==> src/verilog/fqt_pkg.sv <==
package fqt_pkg;

  // Word address width of the read path
  localparam int FQT_ADDR_W = 27;

  // Table span and length in entries
  localparam logic [7:0] FQT_FIRST_OFF = 8'h1B;
  localparam logic [7:0] FQT_LAST_OFF  = 8'h38;
  localparam int         FQT_TABLE_LEN = 30;
  localparam logic [4:0] FQT_LAST_IDX  = 5'h1D;
  localparam logic [7:0] FQT_HIGH_BYTE = 8'h00;

  // Register offsets and fixed values
  localparam logic [7:0]  FQT_CORE_SUPPLY_MIN_VOLTAGE_OFF     = 8'h1B;
  localparam logic [7:0]  FQT_CORE_SUPPLY_MIN_VOLTAGE_RST     = 8'h23;
  localparam logic [7:0]  FQT_CORE_SUPPLY_MAX_VOLTAGE_OFF     = 8'h1C;
  localparam logic [7:0]  FQT_CORE_SUPPLY_MAX_VOLTAGE_RST     = 8'h36;
  localparam logic [7:0]  FQT_PROGRAM_SUPPLY_MIN_VOLTAGE_OFF  = 8'h1D;
  localparam logic [7:0]  FQT_PROGRAM_SUPPLY_MIN_VOLTAGE_RST  = 8'h85;
  localparam logic [7:0]  FQT_PROGRAM_SUPPLY_MAX_VOLTAGE_OFF  = 8'h1E;
  localparam logic [7:0]  FQT_PROGRAM_SUPPLY_MAX_VOLTAGE_RST  = 8'h95;
  localparam logic [7:0]  FQT_WORD_PROGRAM_TYP_TIMEOUT_OFF    = 8'h1F;
  localparam logic [7:0]  FQT_WORD_PROGRAM_TYP_TIMEOUT_RST    = 8'h09;
  localparam logic [7:0]  FQT_BUFFER_WRITE_TYP_TIMEOUT_OFF    = 8'h20;
  localparam logic [7:0]  FQT_BUFFER_WRITE_TYP_TIMEOUT_RST    = 8'h0A;
  localparam logic [7:0]  FQT_BLOCK_ERASE_TYP_TIMEOUT_OFF     = 8'h21;
  localparam logic [7:0]  FQT_BLOCK_ERASE_TYP_TIMEOUT_RST     = 8'h0A;
  localparam logic [7:0]  FQT_CHIP_ERASE_TYP_TIMEOUT_OFF      = 8'h22;
  localparam logic [7:0]  FQT_CHIP_ERASE_TYP_TIMEOUT_RST      = 8'h00;
  localparam logic [7:0]  FQT_WORD_PROGRAM_MAX_MULTIPLIER_OFF = 8'h23;
  localparam logic [7:0]  FQT_WORD_PROGRAM_MAX_MULTIPLIER_RST = 8'h01;
  localparam logic [7:0]  FQT_BUFFER_WRITE_MAX_MULTIPLIER_OFF = 8'h24;
  localparam logic [7:0]  FQT_BUFFER_WRITE_MAX_MULTIPLIER_RST = 8'h02;
  localparam logic [7:0]  FQT_BLOCK_ERASE_MAX_MULTIPLIER_OFF  = 8'h25;
  localparam logic [7:0]  FQT_BLOCK_ERASE_MAX_MULTIPLIER_RST  = 8'h02;
  localparam logic [7:0]  FQT_CHIP_ERASE_MAX_MULTIPLIER_OFF   = 8'h26;
  localparam logic [7:0]  FQT_CHIP_ERASE_MAX_MULTIPLIER_RST   = 8'h00;
  localparam logic [7:0]  FQT_CAPACITY_EXPONENT_OFF           = 8'h27;
  localparam logic [7:0]  FQT_BUS_WIDTH_CAPABILITY_OFF        = 8'h28;
  localparam logic [15:0] FQT_BUS_WIDTH_CAPABILITY_RST        = 16'h0001;
  localparam logic [7:0]  FQT_WRITE_BUFFER_SIZE_EXPONENT_OFF  = 8'h2A;
  localparam logic [15:0] FQT_WRITE_BUFFER_SIZE_EXPONENT_RST  = 16'h000A;
  localparam logic [7:0]  FQT_ERASE_REGION_COUNT_OFF          = 8'h2C;
  localparam logic [7:0]  FQT_ERASE_REGION_ONE_DESCRIPTOR_OFF = 8'h2D;
  localparam logic [7:0]  FQT_ERASE_REGION_TWO_DESCRIPTOR_OFF = 8'h31;
  localparam logic [7:0]  FQT_RESERVED_REGION_DESCRIPTOR_OFF  = 8'h35;
  localparam logic [31:0] FQT_RESERVED_REGION_DESCRIPTOR_RST  = 32'h00000000;

  // Variant dependent geometry values
  localparam logic [7:0]  FQT_CAP_512M        = 8'h1A;
  localparam logic [7:0]  FQT_CAP_1G_2G       = 8'h1B;
  localparam logic [7:0]  FQT_REGIONS_ASYM    = 8'h02;
  localparam logic [7:0]  FQT_REGIONS_SYM     = 8'h01;
  localparam logic [15:0] FQT_MAIN_CNT_512_A  = 16'h01FE;
  localparam logic [15:0] FQT_MAIN_CNT_512_S  = 16'h01FF;
  localparam logic [15:0] FQT_MAIN_CNT_1G_A   = 16'h03FE;
  localparam logic [15:0] FQT_MAIN_CNT_BIG_S  = 16'h03FF;
  localparam logic [15:0] FQT_MAIN_SIZE       = 16'h0200;
  localparam logic [15:0] FQT_PARAM_CNT       = 16'h0003;
  localparam logic [15:0] FQT_PARAM_SIZE      = 16'h0080;

  // Density and block layout variants
  typedef enum {FQT_DENS_512M, FQT_DENS_1G, FQT_DENS_2G} fqt_density_t;
  typedef enum {FQT_LAY_TOP, FQT_LAY_BOTTOM, FQT_LAY_SYM} fqt_layout_t;

  // Region descriptor: size in 256 byte units over count minus one
  typedef struct packed {
    logic [15:0] size;
    logic [15:0] count;
  } fqt_region_t;

  // Read request and answer of the query read path
  typedef struct packed {
    logic                  valid;
    logic [FQT_ADDR_W-1:0] addr;
  } fqt_req_t;

  typedef struct packed {
    logic        valid;
    logic        hit;
    logic [15:0] data;
  } fqt_rsp_t;

endpackage

==> src/verilog/fqt_rom.sv <==
module fqt_rom
  import fqt_pkg::*;
#(
  parameter fqt_density_t density = FQT_DENS_512M,
  parameter fqt_layout_t  layout  = FQT_LAY_TOP
) (
  input  wire logic [4:0] idx,
  output logic      [7:0] data
);

  fqt_region_t main_r;   // Main block region
  fqt_region_t param_r;  // Small block region
  fqt_region_t one_r;    // Lower addressed region
  fqt_region_t two_r;    // Higher addressed region
  logic [7:0]  cap;      // Capacity exponent
  logic [7:0]  regions;  // Region count
  logic [7:0]  off;      // Word offset of entry
  logic        sym;      // Symmetrical layout
  logic [1:0]  lane;     // Byte within a descriptor

  // Geometry chosen by variant
  always_comb begin
    sym = (layout == FQT_LAY_SYM) || (density == FQT_DENS_2G);
    cap = (density == FQT_DENS_512M) ? FQT_CAP_512M : FQT_CAP_1G_2G;
    regions = sym ? FQT_REGIONS_SYM : FQT_REGIONS_ASYM;
    main_r.size = FQT_MAIN_SIZE;
    if (density == FQT_DENS_512M) begin
      main_r.count = sym ? FQT_MAIN_CNT_512_S : FQT_MAIN_CNT_512_A;
    end else if (density == FQT_DENS_1G) begin
      main_r.count = sym ? FQT_MAIN_CNT_BIG_S : FQT_MAIN_CNT_1G_A;
    end else begin
      main_r.count = FQT_MAIN_CNT_BIG_S;
    end
    param_r.size  = FQT_PARAM_SIZE;
    param_r.count = FQT_PARAM_CNT;
    // Lower region first, upper second
    if (sym) begin
      one_r = main_r;
      two_r = '0;
    end else if (layout == FQT_LAY_TOP) begin
      one_r = main_r;
      two_r = param_r;
    end else begin
      one_r = param_r;
      two_r = main_r;
    end
  end

  // Byte select by word offset
  always_comb begin
    off = FQT_FIRST_OFF + {3'b000, idx};
    // Two bit wrap keeps the last byte at lane three
    lane = off[1:0] - 2'd1;
    data = 8'h00;
    unique case (off)
      FQT_CORE_SUPPLY_MIN_VOLTAGE_OFF:     data = FQT_CORE_SUPPLY_MIN_VOLTAGE_RST;
      FQT_CORE_SUPPLY_MAX_VOLTAGE_OFF:     data = FQT_CORE_SUPPLY_MAX_VOLTAGE_RST;
      FQT_PROGRAM_SUPPLY_MIN_VOLTAGE_OFF:  data = FQT_PROGRAM_SUPPLY_MIN_VOLTAGE_RST;
      FQT_PROGRAM_SUPPLY_MAX_VOLTAGE_OFF:  data = FQT_PROGRAM_SUPPLY_MAX_VOLTAGE_RST;
      FQT_WORD_PROGRAM_TYP_TIMEOUT_OFF:    data = FQT_WORD_PROGRAM_TYP_TIMEOUT_RST;
      FQT_BUFFER_WRITE_TYP_TIMEOUT_OFF:    data = FQT_BUFFER_WRITE_TYP_TIMEOUT_RST;
      FQT_BLOCK_ERASE_TYP_TIMEOUT_OFF:     data = FQT_BLOCK_ERASE_TYP_TIMEOUT_RST;
      FQT_CHIP_ERASE_TYP_TIMEOUT_OFF:      data = FQT_CHIP_ERASE_TYP_TIMEOUT_RST;
      FQT_WORD_PROGRAM_MAX_MULTIPLIER_OFF: data = FQT_WORD_PROGRAM_MAX_MULTIPLIER_RST;
      FQT_BUFFER_WRITE_MAX_MULTIPLIER_OFF: data = FQT_BUFFER_WRITE_MAX_MULTIPLIER_RST;
      FQT_BLOCK_ERASE_MAX_MULTIPLIER_OFF:  data = FQT_BLOCK_ERASE_MAX_MULTIPLIER_RST;
      FQT_CHIP_ERASE_MAX_MULTIPLIER_OFF:   data = FQT_CHIP_ERASE_MAX_MULTIPLIER_RST;
      FQT_CAPACITY_EXPONENT_OFF:           data = cap;
      FQT_BUS_WIDTH_CAPABILITY_OFF:        data = FQT_BUS_WIDTH_CAPABILITY_RST[7:0];
      FQT_BUS_WIDTH_CAPABILITY_OFF + 8'h01: data = FQT_BUS_WIDTH_CAPABILITY_RST[15:8];
      FQT_WRITE_BUFFER_SIZE_EXPONENT_OFF:  data = FQT_WRITE_BUFFER_SIZE_EXPONENT_RST[7:0];
      FQT_WRITE_BUFFER_SIZE_EXPONENT_OFF + 8'h01: data = FQT_WRITE_BUFFER_SIZE_EXPONENT_RST[15:8];
      FQT_ERASE_REGION_COUNT_OFF:          data = regions;
      default: begin
        // Descriptor bytes, least significant first
        if (off >= FQT_RESERVED_REGION_DESCRIPTOR_OFF) begin
          data = FQT_RESERVED_REGION_DESCRIPTOR_RST[8*lane+:8];
        end else if (off >= FQT_ERASE_REGION_TWO_DESCRIPTOR_OFF) begin
          data = two_r[8*lane+:8];
        end else if (off >= FQT_ERASE_REGION_ONE_DESCRIPTOR_OFF) begin
          data = one_r[8*lane+:8];
        end else begin
          data = 8'h00;
        end
      end
    endcase
  end

endmodule // fqt_rom

==> src/verilog/fqt_query_table.sv <==
module fqt_query_table
  import fqt_pkg::*;
#(
  parameter fqt_density_t density = FQT_DENS_512M,
  parameter fqt_layout_t  layout  = FQT_LAY_TOP
) (
  input  wire logic     core_clk,
  input  wire logic     nrst,
  input  wire logic     query_mode,
  input  wire fqt_req_t req,
  output fqt_rsp_t      rsp,
  output logic          table_ready
);

  // Loader states
  typedef enum {FQT_ST_LOAD, FQT_ST_READY} fqt_state_t;

  fqt_state_t state;          // Loader state
  logic [4:0] load_idx;       // Entry being copied
  logic [7:0] rom_byte;       // Constant source byte
  logic [7:0] table_q [FQT_TABLE_LEN]; // Table storage
  logic       in_range;       // Address inside table
  logic [7:0] diff;           // Offset from table start
  logic [4:0] rd_idx;         // Storage index of read
  logic       take;           // Request is answered

  // Test for an address that falls in the table
  function automatic logic fqt_in_table(
    input logic [FQT_ADDR_W-1:0] a
  );
    logic upper_zero;
    upper_zero = (a[FQT_ADDR_W-1:8] == '0);
    return upper_zero
      && (a[7:0] >= FQT_FIRST_OFF)
      && (a[7:0] <= FQT_LAST_OFF);
  endfunction

  // Constant contents for the chosen variant
  fqt_rom #(
    .density (density),
    .layout  (layout)
  ) u_rom (
    .idx  (load_idx),
    .data (rom_byte)
  );

  // Loader steps through every entry once
  always_ff @(posedge core_clk or negedge nrst) begin
    if (!nrst) begin
      state <= FQT_ST_LOAD;
    end else begin
      unique case (state)
        // Copy until last entry written
        FQT_ST_LOAD: begin
          if (load_idx == FQT_LAST_IDX) begin
            state <= FQT_ST_READY;
          end
        end
        // Table stays fixed
        FQT_ST_READY: begin
          state <= FQT_ST_READY;
        end
      endcase
    end
  end

  // Load index advances while loading
  always_ff @(posedge core_clk or negedge nrst) begin
    if (!nrst) begin
      load_idx <= 5'h00;
    end else if (state == FQT_ST_LOAD) begin
      if (load_idx != FQT_LAST_IDX) begin
        load_idx <= load_idx + 5'h01;
      end
    end
  end

  // Storage written once per entry during load
  always_ff @(posedge core_clk or negedge nrst) begin
    if (!nrst) begin
      for (int i = 0; i < FQT_TABLE_LEN; i++) begin
        table_q[i] <= 8'h00;
      end
    end else if (state == FQT_ST_LOAD) begin
      for (int i = 0; i < FQT_TABLE_LEN; i++) begin
        if (load_idx == 5'(i)) begin
          table_q[i] <= rom_byte;
        end
      end
    end
  end

  // Ready flag follows the loader
  always_ff @(posedge core_clk or negedge nrst) begin
    if (!nrst) begin
      table_ready <= 1'b0;
    end else begin
      table_ready <= (state == FQT_ST_READY);
    end
  end

  // Address decode of the incoming read
  always_comb begin
    in_range = fqt_in_table(req.addr);
    diff = req.addr[7:0] - FQT_FIRST_OFF;
    rd_idx = diff[4:0];
    // Answer only query reads once loaded
    take = req.valid && query_mode
      && (state == FQT_ST_READY);
  end

  // Answer register, one cycle after request
  always_ff @(posedge core_clk or negedge nrst) begin
    if (!nrst) begin
      rsp <= '0;
    end else begin
      rsp.valid <= take;
      if (take) begin
        rsp.hit <= in_range;
        // High byte is always zero
        rsp.data[15:8] <= FQT_HIGH_BYTE;
        if (in_range) begin
          rsp.data[7:0] <= table_q[rd_idx];
        end else begin
          // Outside the table reads zero
          rsp.data[7:0] <= 8'h00;
        end
      end
    end
  end

endmodule // fqt_query_table

==> config.mk <==
export PLATFORM = sky130hd
export DESIGN_NAME = fqt_query_table
export DESIGN_NICKNAME = d
export VERILOG_FILES = /design/src/verilog/fqt_pkg.sv /design/src/verilog/fqt_rom.sv /design/src/verilog/fqt_query_table.sv
export SDC_FILE = /design/constraint.sdc
export NUM_CORES = 1
export LEC_CHECK = 0
export ABC_AREA = 0
export BUFFER_PORTS_ARGS = -buffer_cell sky130_fd_sc_hd__buf_2
export CAP_MARGIN = 20
export CORE_MARGIN = 2
export CORE_UTILIZATION = 40
export DETAILED_ROUTE_END_ITERATION = 16
export PLACE_DENSITY = 0.61
export SYNTH_ARGS = -nofsm -noshare
export SYNTH_HDL_FRONTEND = slang
export SYNTH_HIERARCHICAL = 1
export SYNTH_SLANG_ARGS = --single-unit
==> constraint.sdc <==
create_clock -name core_clk -period 2.7 [get_ports core_clk]
set_input_delay 0.135 -clock core_clk [delete_from_list [all_inputs] [get_ports core_clk]]
set_output_delay 0.135 -clock core_clk [all_outputs]
set_load 0.01 [all_outputs]
======== After elaboration in Yosys (flattened, before gate mapping) ========
Index checks and enable logic that the tools add are counted.
word-level totals
  register bits after elaboration ......... 288
  bits of input ports ..................... 31
  output and inout port bits .............. 19
  logic and storage cells ................. 154
operators by class
  add/sub/neg operators ................... 4
  order comparisons ....................... 6
  equality and inequality tests ........... 51
  shift-type cells ........................ 3
  muxes and demuxes ....................... 10
  bitwise gates (word level) .............. 1
  reduce and logical (&&, ||, !) cells .... 43
operators with widths
  cell                                                                               number
  8-bit by 6-bit equality test with 1-bit output (second input constant)             13
  32-bit by 6-bit indexed part select with 8-bit output (first input constant)       3
  8-bit one-hot mux with 10 select lines                                             1
  5-bit equality test (second input constant)                                        14
  32-bit logical NOT                                                                 2
  32-bit one-hot mux with 2 select lines                                             1
  2-bit AND reduction                                                                31
  8-bit two-way mux                                                                  6
  8-bit binary-select mux with 5-bit select                                          1
  5-bit by 4-bit equality test with 1-bit output (second input constant)             8
  8-bit by 5-bit equality test with 1-bit output (second input constant)             5
  32-bit by 1-bit equality test with 1-bit output (second input constant)            1
  32-bit by 2-bit equality test with 1-bit output (second input constant)            1
  32-bit two-way mux                                                                 1
  8-bit by 6-bit >= comparator with 1-bit output (second input constant)             3
  5-bit by 3-bit equality test with 1-bit output (second input constant)             4
  19-bit logical NOT                                                                 1
  5-bit by 2-bit equality test with 1-bit output (second input constant)             2
  8-bit by 5-bit >= comparator with 1-bit output (second input constant)             1
  8-bit by 6-bit less-or-equal comparator with 1-bit output (second input constant)  1
  5-bit by 5-bit adder with 6-bit output (first input constant)                      1
  6-bit >= comparator (second input constant)                                        1
  5-bit NOT with 6-bit output                                                        1
  3-bit OR reduction                                                                 2
  other kinds (10)                                                                   13

======== Logic depth before layout (Yosys ltp) ========
Gate-level depths: netlist of the first run.
  depth in word-level cells ............... 7
  mapped depth ............................ 13
  mapped depth without buffers ............ 8

======== Cells and area by module ========
The synthesis of the first run kept the hierarchy.
modules (own cells, without submodules)
  module           instances  cells an instance  area an instance (um^2)  seq. area each (um^2)
  fqt_query_table  1          960                12485.7                  6431.2
  fqt_rom          1          129                787.0                    0.0

======== Least setup slack after synthesis of the first run ========
No wires, ideal clock.
  kind .................................... reg-to-reg
  from .................................... register load_idx[0]
  to ...................................... register table_q[168] (netlist bit)
  library setup time ...................... 0.125 ns
  arrival ................................. 2.685 ns
  slack ................................... -0.110 ns
  stages on the path, launching flop included .. 12
  path through ............................ dfrtp_1 buf_2 inv_1 ha_1 buf_6 or3b_1 a21oi_1 nor4_1 or3_1 a311o_1 clkbuf_1 mux2_2
on the way
  word-level cells in the longest chain between the ends .. 7
  elaborated cells between the ends (all ways) .. 36
  those cells by class .................... 2 x add/sub; 3 x order compare; 19 x eq/ne; 3 x shift; 4 x mux; 5 x reduce/logical
ends and longest elaborated chain
  what                                                   line                   text
  start, declared                                        fqt_query_table.sv:19  logic [4:0] load_idx;
  start signal, assigned                                 fqt_query_table.sv:73  load_idx <= load_idx + 5'h01;
  5-bit by 5-bit adder with 6-bit output (*)             fqt_rom.sv:51          off = FQT_FIRST_OFF + {3'b000, idx};
  2-bit by 1-bit subtractor with 2-bit output            fqt_rom.sv:53          lane = off[1:0] - 2'd1;
  32-bit by 6-bit indexed part select with 8-bit output  fqt_rom.sv:81          data = one_r[8*lane+:8];
  8-bit two-way mux                                      fqt_rom.sv:80          end else if (off >= FQT_ERASE_REGION_ONE_DESCRIPTOR_OFF) begin
  8-bit two-way mux                                      fqt_rom.sv:78          end else if (off >= FQT_ERASE_REGION_TWO_DESCRIPTOR_OFF) begin
  8-bit two-way mux                                      fqt_rom.sv:76          if (off >= FQT_RESERVED_REGION_DESCRIPTOR_OFF) begin
  8-bit one-hot mux with 10 select lines (*)             fqt_rom.sv:55          unique case (off)
  net rom_byte[0]                                        fqt_query_table.sv:20  logic [7:0] rom_byte;
  end signal, assigned by index                          fqt_query_table.sv:87  table_q[i] <= rom_byte;
  end, declared                                          fqt_query_table.sv:21  logic [7:0] table_q [FQT_TABLE_LEN];
The timed path passes the listed nets; every way through them passes the cells marked *.
A chain may end at the register's enable or synchronous reset.

======== Final worst setup path of the first run ========
  from .................................... register load_idx[0]
  to ...................................... register table_q[96] (netlist bit)
The elaborated chain is that of the path after synthesis.

==> results.md, run 1 <==
- The number of antenna diodes in the final layout is 0.
- The share of the synthesized area in the top cell type is between 40 and 50%.
- The largest individual stage delay along the critical path comes from the cell dfrtp_2.
- The effective utilization at floorplan is approximately two fifths.
- The tool flagged a number of max-cap violations equal to 0.
- In the final routed layout, each cell accounts on average for roughly 20 um.
- The final number of setup-violating endpoints is 0.
- For the pin with the worst max-slew slack, the measured transition is approximately 0.67 ns.
- The maximum number of pins on one net before global-route repair is between 100 and 150.
- The horizontal die dimension is approximately 190 um.
- The data arrival at the endpoint of the critical path is around 3.0 ns.
- The routed layout has slightly below 9000 vias.
- Once detail routing completed, the nets flagged for antenna violations numbered 0.
- The cell at the root of the clock tree is clkbuf_16.
- Yosys attributes the largest share of cell area to dfrtp_1, mux2_2, mux4_2.
- Traced cell by cell, the critical path runs through inv_1, ha_2, buf_4, buf_6, xor2_2, and3_1, o31ai_2, a221oi_2, a311o_1, buf_12, mux2_2.
- The clock-pin slew of the registers on the worst-case setup and hold paths is 0.06 ns.
- The total global routing overflow is 0.
- Across every metal layer, demand over resource in global routing totals between 10% and 20%.
- Once placement finished, the instance area stood at roughly 14000 sq um.
- The peak supply drop is 0.0004347 V.
- The layout has ~2900 filler cells.
- The number of buffers on the longest clock path is 3.
- Based on the critical path, the design can be clocked at up to roughly 400 MHz.
- The largest stage delay on the critical path is approximately 0.4 ns.
- After synthesis the netlist holds a flip-flop and latch count of around 260.
- The clock net in this run drives a total of around 260 sinks.
- OpenSTA, run right after detailed placement, puts the worst setup slack at about 0.0026 ns.
- The TritonCTS clock tree is built.
- Setup repair after global routing left no endpoint under its margin.
- The via count of the first global-routing pass came to 9102.
- The average footprint of a synthesized cell is roughly 12 sq um.
- The depth of the CTS H-tree is 1.
- The first routing iteration left approximately 660 violations.
- The areal power density over the cells is between 500 and 600 nW/um^2.
- The cell area after layout is between 15000 and 20000 sq um.
- The static leakage is approximately 6.8 nW.
- The slack of the worst reg-to-reg path is between 0.1 and 0.15 ns.
- The worst pin sits at a relative slew slack of a little over half.
- The largest total area in the synthesized netlist belongs to dfrtp_1.
- Sequential elements use between 40 and 50% of the synthesized area.
- Pin placement for this block handled 50 I/O pins.
- The class of the most critical setup path is flip-flop to flip-flop.
- After detailed routing, the total wire length is 32.72 mm.
- Counting flops with a built-in enable in the synthesized netlist gives 0.
- The total count of max-transition violations in the final report is 0.
- The number of vias per cell after detailed routing is between 5 and 6.
- The number of warning messages in the yosys log is 6.
- Routability-driven placement finished with a final weighted congestion of 0.8553.
- The floorplan step set the die height to 186.2 um.
- The global-route wire length before repair is approximately 53 mm.
- The worst hold path belongs to the class input port to async pin.
- The post-DP HPWL is between 20 and 25 mm.
- The proportion of synthesized flip-flops having asynchronous set or reset is 100.0%.
- The final-stage net count is 1200.
- The utilization after layout is a little under half.
- The hold violation total from the final report is 0.
- The smallest hold slack is approximately 0.16 ns.
- STA classifies the critical path endpoint as a flip-flop.
- The most common cell after layout, fill and taps aside is dfrtp_1.
- The data required time of the critical path is ~3.1 ns.
- The sum of negative setup slack is 0 ns.
- The number of clock buffers inserted by TritonCTS is 28.
- From synthesis to final layout, the design area changed by 16.20%.
- The floorplan core area is about 33000 sq um.
- The worst-skew pair later-pin latency is between 0.5 and 0.6 ns.
- Leaving out fill and tap cells, the most frequent cells in the layout are dfrtp_1, mux2_2, nand2_1, buf_4, mux2i_1.
- The most used flip-flop cell after synthesis is dfrtp_1.
- In this run the cell area of the synthesized design comes to roughly 13000 sq um.
- In this run the worst path has a maximum fanout of 30.
- The first-pass iteration count of the detailed router is 5.
- The final critical path takes up between 90% and 100% of the cycle.
- Input and output buffers added on the ports amount to slightly above 40.
- Once routing completed, OpenROAD measured the worst setup slack at about 0.14 ns.
- Clock skew on the completed layout was measured at roughly 0.013 ns.
- The die covers between 30000 and 40000 sq um.
- The initial antenna violation count is 1.
- The proportion of layout cells with a drive suffix above 1 is just over 40%.
- STA classifies the critical path startpoint as a flip-flop.
- Synthesis produced a netlist whose cell count is around 1100.
- The placed cell count is approximately 1600.
- The minimum period implied by the final worst setup slack is 2.555 ns.
- The run finished with clean final reports.
- The standard-cell row count is 66.
- The final standard cell count with taps included and fillers excluded is around 1600.
- The number of unique standard cell types used by synthesis is 66.
- In the routed design, unresolved DRC markers number 0.
- The design draws ~8.3 mW.
-- cell usage after synthesis (all sizes together) (6+ instances only) --
cell    instances
a21oi          13
a31oi           8
and4            7
buf            46
clkbuf         45
dfrtp         257
ha             12
inv            12
mux2          248
mux2i          46
mux4           27
nand2          87
nand3          43
nand3b         18
nand4           7
nor2           32
nor2b          11
nor3           26
nor3b          33
o211ai          6
o21ai          23
o31ai           9
xnor2           6
-- layout make-up --
class / instances / area (sq um) / area share, %
multi-input cells: 735 / 6470 / 41.95
flip-flops and latches: 257 / 6434 / 41.72
repair buffers: 122 / 999.7 / 6.482
clock buffers: 46 / 889.6 / 5.768
well taps: 442 / 553.0 / 3.586
inverters: 13 / 48.80 / 0.3164
clock inverters: 5 / 27.53 / 0.1785
-- timing repair --
item / in CTS / in global routing
resized for setup: 1 / 12
hold buffers: 3 / 0
gates cloned: 0 / 0
setup buffers: 0 / 1
setup endpoints to repair: 13 / 240
pin swaps: 1 / 1
endpoints found under the hold margin: 67 / 0
-- worst paths after layout --
path,endpoint,depth (start not counted),start
max,table_q[96],11,load_idx[0]
min,table_q[85],2,nrst
max reg2reg,table_q[96],11,load_idx[0]
min reg2reg,rsp[16],1,rsp[16]
max in group asynchronous,load_idx[1],3,nrst
min in group core_clk,rsp[16],6,req[20]
-- power by group --
group / switching, mW / internal, mW / total (mW)
sequential: 0.000212 / 3.85 / 3.85
clock: 1.54 / 2.23 / 3.77
combinational: 0.408 / 0.230 / 0.638
total: 1.95 / 6.31 / 8.26
-- logic make-up (layout without fill, tap and decap cells) --
kind of cell             after synthesis  after routing  synth area share [%]
flip-flops                           257            257                 48.45
buffers and inverters                104            186                 3.790
AND/OR/NAND/NOR                      288            288                 11.72
other                                  1              8               0.02825
adder cells (fa/ha/maj)               12             12                 1.131
XOR/XNOR                              11             11                0.7258
AO/OA/AOI/OAI                         95             95                 5.062
multiplexers                         321            321                 29.09
-- routing by layer --
metal | track usage [%] | wire length (um)
met1 | 28.52 | 15600
met2 | 31.20 | 14920
met3 | 2.414 | 1414
met4 | 5.575 | 788
met5 | 0 | 0
-- registers in the layout, indices dropped and copies added (netlist names) --
register     cells
table_q        240
rsp             10
load_idx         5
state            1
table_ready      1
-- worst max-delay path, delay by kind of cell, from the launching register on --
kind | cells | cell delay (ns)
AOI/OAI and AO/OA | 3 | 0.68
buffers and inverters | 4 | 0.59
DFF | 1 | 0.40
muxes | 1 | 0.28
adders and majority gates | 1 | 0.21
and+or+nand+nor | 1 | 0.19
xor gates and xnor gates | 1 | 0.07
Note: power is estimated with default switching activity, not from simulation.
==> inputs of run 2 (changes only) <==
--- a/config.mk
+++ b/config.mk
@@ -10,8 +10,10 @@
 export CAP_MARGIN = 20
 export CORE_MARGIN = 2
 export CORE_UTILIZATION = 40
+export CTS_BUF_LIST = sky130_fd_sc_hd__clkbuf_8
 export DETAILED_ROUTE_END_ITERATION = 16
 export PLACE_DENSITY = 0.61
+export REMOVE_ABC_BUFFERS = 1
 export SYNTH_ARGS = -nofsm -noshare
 export SYNTH_HDL_FRONTEND = slang
 export SYNTH_HIERARCHICAL = 1
==> run 2 against run 1 <==
Compared with the run above: total power down 3.9%; routed wire length up 2.1%; sequential share of layout area up 0.13 points; sequential power about the same; largest power group unchanged; combinational power up 2%.
==> results.md, run 2 (same netlist as run 1, synthesis figures left out) <==
- The via count of the first global-routing pass came to 9358.
- The launching element type of the critical path is a flip-flop.
- The number of vias per cell after detailed routing is between 5 and 6.
- Cells fill a little under half of the core in the end.
- IR analysis of the VDD net gives a maximum drop of between 0.0004 and 0.0005 V.
- The cell area after layout is around 15000 sq um.
- Ranked by flip-flop count, first place goes to table_q.
- The run finished with clean final reports.
- The core region is around 33000 sq um.
- The area of placed instances is 14440 sq um.
- The number of cells on the worst reg-to-reg path is 9.
- The headroom to the max-slew limit is between 20% and 30%.
- Global routing consumed, over all layers together, 20.01% of the routing resources.
- The proportion of layout cells with a drive suffix above 1 is 40.66%.
- Setup repair after global routing left no endpoint under its margin.
- Once detail routing completed, the nets flagged for antenna violations numbered 0.
- The final-stage net count is around 1200.
- The sequential power share is approximately half.
- The type of the worst min-delay path is input port to flip-flop.
- In this design, the stage delay of the slowest critical-path cell is approximately 0.45 ns.
- In this run switching power makes up between 20% and 30% of total power.
- The period utilization is 96.10%.
- After clock tree synthesis, the clock-pin slew on the worst setup and hold paths is around 0.060 ns.
- The net switching power is roughly 1.9 mW.
- Summing over every cut layer, the via total after detailed routing is ~9100.
- The static leakage is a little under 7 nW.
- Setup violations remaining at the end of the flow were counted as 0.
- The hold violation total from the final report is 0.
- The internal power component is about 6 mW.
- The cell at the root of the clock tree is clkbuf_8.
- The chip height is 186.2 um.
- STA classifies the critical path endpoint as a flip-flop.
- The slowest stage of the critical path belongs to the cell o31ai_4.
- The worst-skew pair later-pin latency is roughly 0.54 ns.
- The total global routing overflow is 0.
- The share of total power dissipated in combinational logic is under 10%.
- The largest registers in the layout are table_q x240, rsp x10, load_idx x5.
- The maximum number of pins on one net before global-route repair is 100.
- The floorplan die area is approximately 35000 sq um.
- The detailed router finished its first iteration with around 540 violations.
- The post-DP HPWL is around 22 mm.
- The reg-to-reg critical path endpoint is table_q[42].
- The number of DRC violations after detailed routing is 0.
- The total count of max-transition violations in the final report is 0.
- The cell type with the highest occurrence count on the critical path is buf_4.
- Between clock sinks in the finished design, the worst skew comes to about 0.018 ns.
- The count of antenna diodes in the layout is 0.
- Leaving out fill and tap cells, the most frequent cell in the layout is dfrtp_1.
- The areal power density over the cells is just over 500 nW/um^2.
- For the pin with the worst max-slew slack, the measured transition is between 1 and 1.5 ns.
- Derived from the worst setup path, the maximum achievable clock frequency is 385.4 MHz.
- The minimum period implied by the final worst setup slack is ~2.6 ns.
- The slack of the worst reg-to-reg path is around 0.11 ns.
- Routability-driven placement finished with a final weighted congestion of 0.8112.
- The first global-routing pass estimated 53.54 mm of wire.
- The standard-cell row count is 66.
- The cell count of the worst hold path is 6.
- In this run the number of H-tree levels came out at 2.
- The number of clock buffers inserted by TritonCTS is 44.
- The area added between synthesis and finish is 15.80%.
- The number of flip-flops under the largest register name is 240.
- TritonCTS built the clock tree.
- The first-pass iteration count of the detailed router is 5.
- After routing, the total negative slack on setup checks comes to 0 ns.
- The horizontal die dimension is between 150 and 200 um.
- The post-CTS setup buffer count is 0.
- The cell family contributing the most delay on the critical path is compound AO/OA/AOI/OAI gates.
- The critical path startpoint is load_idx[1].
- The sequential cells in the finished layout cover a total of between 6000 and 7000 sq um.
- The count of buffers added on input and output ports is 41.
- The max-cap check violation count is 0.
- By startpoint and endpoint, the worst setup path is classified as flip-flop to flip-flop.
- The worst hold path begins at req[8].
- In this run the worst path has a maximum fanout of 30.
- The worst hold path terminates at rsp[7].
- The routed wire length per instance is 20.23 um.
- The clock network accounts for around 43% of the total power.
- The area occupied by multi-input gates is around 6400 sq um.
- The startpoint of the worst-slack reg-to-reg timing path is load_idx[1].
- The longest clock path from root to sink contains 3 buffers.
- Once the floorplan was initialized, standard cells occupied 40.69% of the core.
- At the worst endpoint, the required time is 3.11 ns.
- Pin placement for this block handled 50 I/O pins.
- The filler cells instantiated in the layout total 3023.
- The data arrival at the endpoint of the critical path is 3.00 ns.
- The initial antenna violation count is 0.
- The library cells used most frequently in the layout, excluding fill and tap cells, are dfrtp_1, mux2_2, nand2_1, buf_4, clkbuf_8.
- The routed wire length is 33.41 mm.
- Walking the worst path, the cells encountered are buf_4, or2_1, a31oi_1, o21ai_0, o31ai_4, buf_4, o21ai_2, buf_12, mux2_2.
- The count of buffering cells on the critical path with inverters included is 3.
- The sink count of the clock tree is ~260.
## run 2: cell types whose count changed in the layout (fill, tap and decap cells not counted), sizes merged
cell    before  now
clkbuf      46   58
clkinv       5    4
buf        119  125
inv         12   27
## run 2: power by group through the flow
| stage | Combinational [mW] | Clock, mW | Sequential (mW) |
|---|---|---|---|
| 2_1_floorplan | 0.338 | 0 | 3.92 |
| 3_3_place_gp | 0.650 | 0 | 3.92 |
| 3_5_place_dp | 0.652 | 0 | 3.92 |
| 4_1_cts | 0.657 | 3.54 | 3.85 |
| 5_1_grt | 0.706 | 3.72 | 3.85 |
| 6_report | 0.650 | 3.44 | 3.85 |
## run 2: area by class of cell
type,count,area share [%]
Clock buffer,58,5.194
Clock inverter,19,0.5129
Inverter,13,0.3175
Multi-Input combinational cell,735,41.90
Sequential cell,257,41.84
Tap cell,442,3.598
Timing Repair Buffer,128,6.635
## run 2: worst max path at each step
stage | end | slack [ns] | depth (start not counted)
6_report | table_q[42] | 0.11 | 9
5_1_grt | table_q[42] | 0.005 | 9
4_1_cts | table_q[42] | 0.003 | 10
3_5_place_dp | table_q[42] | 0.03 | 10
3_3_place_gp | table_q[115] | 0.08 | 9
2_1_floorplan | rsp[0] | -3.78 | 6
## run 2: per-stage QoR
stage                     worst slack (ns)  total power [mW]  cells  hold slack (ns)
after global routing              0.005116             8.277   1652           0.1024
after detailed placement           0.03271             4.575   1572          0.08927
after floorplan                     -3.783             4.262   1005          -0.1606
after global placement             0.07681             4.572   1572          0.08689
final                               0.1053             7.939   1652           0.1032
after CTS                         0.003403             8.050   1652          0.07628
## run 2: metal layers
| layer | global-route usage [%] | part of all wire, % | up-vias |
|---|---|---|---|
| met5 | 0 | 0 | - |
| met4 | 5.386 | 2.1 | 0 |
| met3 | 3.252 | 4.5 | 52 |
| met2 | 31.90 | 46 | 205 |
| met1 | 28.46 | 47 | 4708 |
| li1 | - | - | 4129 |
## run 2: timing repair
item                                   4_1_cts  5_1_grt
resized for setup                            0        5
setup endpoints to repair                    0      224
hold buffers                                 3        0
endpoints found under the hold margin      119        0
## run 2: worst min-delay path: stages
cell      delay [ns]
buf_2           0.08
nor3_1          0.03
nand3_1         0.08
a211oi_2        0.10
o21ai_0         0.10
o31ai_1         0.07
==> inputs of run 3 (changes only) <==
--- a/config.mk
+++ b/config.mk
@@ -14,6 +14,7 @@
 export DETAILED_ROUTE_END_ITERATION = 16
 export PLACE_DENSITY = 0.61
 export REMOVE_ABC_BUFFERS = 1
+export SETUP_SLACK_MARGIN = 0.2
 export SYNTH_ARGS = -nofsm -noshare
 export SYNTH_HDL_FRONTEND = slang
 export SYNTH_HIERARCHICAL = 1
==> run 3 against run 2 <==
Compared with the run above: fmax increased by 0.50%; clock power barely moved; hold slack got worse by 0.0011 ns; clock skew barely moved; largest cell class unchanged; critical path type unchanged; count of clock-buffer cells in the layout unchanged; setup slack better by 0.013 ns; global-route usage is 0.52 points higher; combinational power is essentially flat; register-to-register slack barely moved; final cell count rose by 1.3%; sequential cell count unchanged.
==> results.md, run 3 (same netlist as run 1, synthesis figures left out) <==
- The worst-case IR drop observed on VDD is roughly 0.00040 V.
- The hold violation total from the final report was 0.
- The class of the most critical setup path is flip-flop to flip-flop.
- The number of clock buffers inserted by TritonCTS is between 40 and 50.
- The initial antenna violation count is 0.
- At the end of routability-driven placement, the weighted congestion stood at between 0.8 and 0.9.
- The maximum operating frequency is between 300 and 400 MHz.
- The post-DP HPWL is 22.08 mm.
- The internal portion of the total power is approximately 6 mW.
- For the pin with the worst max-slew slack, the measured transition is about 1.1 ns.
- The number of input and output port buffers inserted is between 40 and 50.
- The sink count of the clock tree is 257.
- Setup violations remaining at the end of the flow were counted as 0.
- The worst hold path begins at req[8].
- The sequential power share is 48.5%.
- The first detailed-routing pass took 5 iterations.
- Max-cap violations in this run came to 0.
- The horizontal die dimension is ~190 um.
- In this run the tightest slew margin relative to its limit is 26.92%.
- The number of DRC markers in iteration 0 is 604.
- Counting flops per register, the top entry is table_q.
- The maximum net fanout on the critical path is 30.
- The boundary pin count is 50.
- The area added between synthesis and finish is 19.38%.
- The total count of max-transition violations in the final report is 0.
- The most common cell after layout, fill and taps aside is dfrtp_1.
- The depth of the most critical reg-to-reg path is 9.
- The number of vias in the routed layout is 9280.
- The switching part of the total power is about a quarter.
- The TritonCTS clock tree is built.
- Summing all placed instances gives a cell area of roughly 14000 sq um.
- The count of antenna diodes in the layout is 0.
- Setup repair after global routing could not meet its margin everywhere.
- The number of DRC violations after detailed routing is 0.
- The endpoint type of the worst setup path is a flip-flop.
- The critical path startpoint is load_idx[0].
- For the final routed database, the setup TNS stands at 0 ns.
- The combined global-route utilization of all metal layers is just over 20%.
- The worst hold path belongs to the class input port to flip-flop.
- The startpoint of the worst-slack reg-to-reg timing path is load_idx[0].
- Of the total power, combinational logic draws 8.2%.
- The cell area after layout is 15850 sq um.
- The cell at the root of the clock tree is clkbuf_8.
- Counting instances, the worst hold path has a depth of 6.
- The worst-skew pair later-pin latency is about 0.54 ns.
- The routed wire length per instance is about 21 um.
- The register with the most flip-flops in the layout has 240 of them.
- Clock-pin slew was measured on the worst setup and hold paths at about 0.060 ns.
- Across all hold checks on the routed design, the worst slack comes to between 0.1 and 0.15 ns.
- Of the cells placed in the final design, the portion with a size suffix greater than 1 is a little over two fifths.
- The areal power density over the cells is approximately 500 nW/um^2.
- The launching element type of the critical path is a flip-flop.
- The total global routing overflow is 0.
- Summing internal, switching and leakage power gives 7.945 mW.
- The layout has just under 3000 filler cells.
- The final standard cell count with taps included and fillers excluded is 1673.
- The largest registers in the layout are table_q x240, rsp x10, load_idx x5.
- The run finished with clean final reports.
- The net switching power is slightly below 2 mW.
- The placed cell count is 1572.
- Of the total power, the clock network draws 43.3%.
- The global-route wire length before repair is ~55 mm.
- The sequential cells in the finished layout cover a total of ~6400 sq um.
- The minimum period implied by the final worst setup slack is 2.582 ns.
- Leaving out fill and tap cells, the most frequent cells in the layout are dfrtp_1, mux2_2, nand2_1, buf_4, clkbuf_8.
- The via count of the first global-routing pass was 9486.
- The data arrival at the endpoint of the critical path is 3.00 ns.
- The number of buffers on the longest clock path is 3.
- At the worst endpoint, the required time is between 3 and 4 ns.
- Between clock sinks in the finished design, the worst skew comes to 0.01862 ns.
- The routed wire length is 35.15 mm.
- The multi-input combinational cells in the finished layout cover a total of around 6600 sq um.
- The floorplan die area is 34660 sq um.
- The effective utilization at floorplan is 40.69%.
- The chip height is about 190 um.
- The floorplan core area is 32620 sq um.
- Row generation in the floorplan step produced between 60 and 70 rows.
- The period utilization is 95.62%.
- The final-stage net count is 1243.
- Dividing the detail-routed via count by the number of cells gives between 5 and 6.
- The maximum number of pins on one net before global-route repair is 100.
- The depth of the CTS H-tree is 2.
- The static leakage is just over 7 nW.
- The number of antenna-violating nets in the routed design is 0.
==> run 3: changes by cell type in the layout (fill, tap and decap cells not counted), moves of 3 or more <==
cell    previous run  this run
mux2_4             0        25
buf_8              1         4
buf_4             73        76
buf_6              1        12
mux2_2           248       223
ha_1              10         7
==> run 3: what timing repair did <==
action                     in CTS  in global routing
pin swaps                       6                  7
hold endpoints to repair      119                  0
setup buffers                  10                  6
hold buffers                    3                  0
gates resized for setup        25                 57
setup endpoints to repair     240                240
gates cloned                    2                  3
==> run 3: layout make-up <==
| type | instances | area share, % |
|---|---|---|
| Multi-Input combinational cell | 735 | 41.84 |
| Sequential cell | 257 | 40.60 |
| Timing Repair Buffer | 149 | 8.228 |
| Clock buffer | 58 | 5.038 |
| Tap cell | 442 | 3.490 |
| Clock inverter | 19 | 0.4975 |
| Inverter | 13 | 0.3080 |
==> run 3: worst paths after layout <==
| check | slack, ns | to |
|---|---|---|
| max reg2reg | 0.12 | table_q[64] |
| max in group asynchronous | 1.67 | table_q[141] |
| max | 0.12 | table_q[64] |
| min in group asynchronous | 0.14 | table_q[183] |
| min reg2reg | 0.50 | rsp[16] |
| min | 0.10 | rsp[7] |
==> run 3: power groups by stage <==
stage,Combinational (mW),Sequential [mW],Clock (mW)
2_1_floorplan,0.338,3.92,0
3_3_place_gp,0.650,3.92,0
3_5_place_dp,0.652,3.92,0
4_1_cts,0.657,3.85,3.54
5_1_grt,0.707,3.85,3.72
6_report,0.651,3.85,3.44
==> run 3: per-layer routing <==
| metal | global-route usage, % | part of all wire (%) | vias to the layer above |
|---|---|---|---|
| met5 | 0 | 0 | - |
| li1 | - | - | 4174 |
| met1 | 29.10 | 47 | 4841 |
| met2 | 32.92 | 46 | 218 |
| met3 | 3.388 | 4.9 | 47 |
| met4 | 5.260 | 1.7 | 0 |
==> run 3: critical path: stages (launching register included) <==
cell and delay, ns:
dfrtp_1 0.37, inv_2 0.06, ha_4 0.17, or3b_1 0.36, a21oi_2 0.19, nor4_4 0.08
or3_1 0.38, a311o_1 0.37, buf_12 0.18, mux2_2 0.27
==> run 3: through the flow <==
stage                     utilization, %  setup WS, ns
after floorplan                        -        -3.783
after global placement             44.27       0.07681
after detailed placement           44.27       0.03271
after CTS                          47.74        0.1324
after global routing               48.58       0.03044
final                              48.58        0.1181
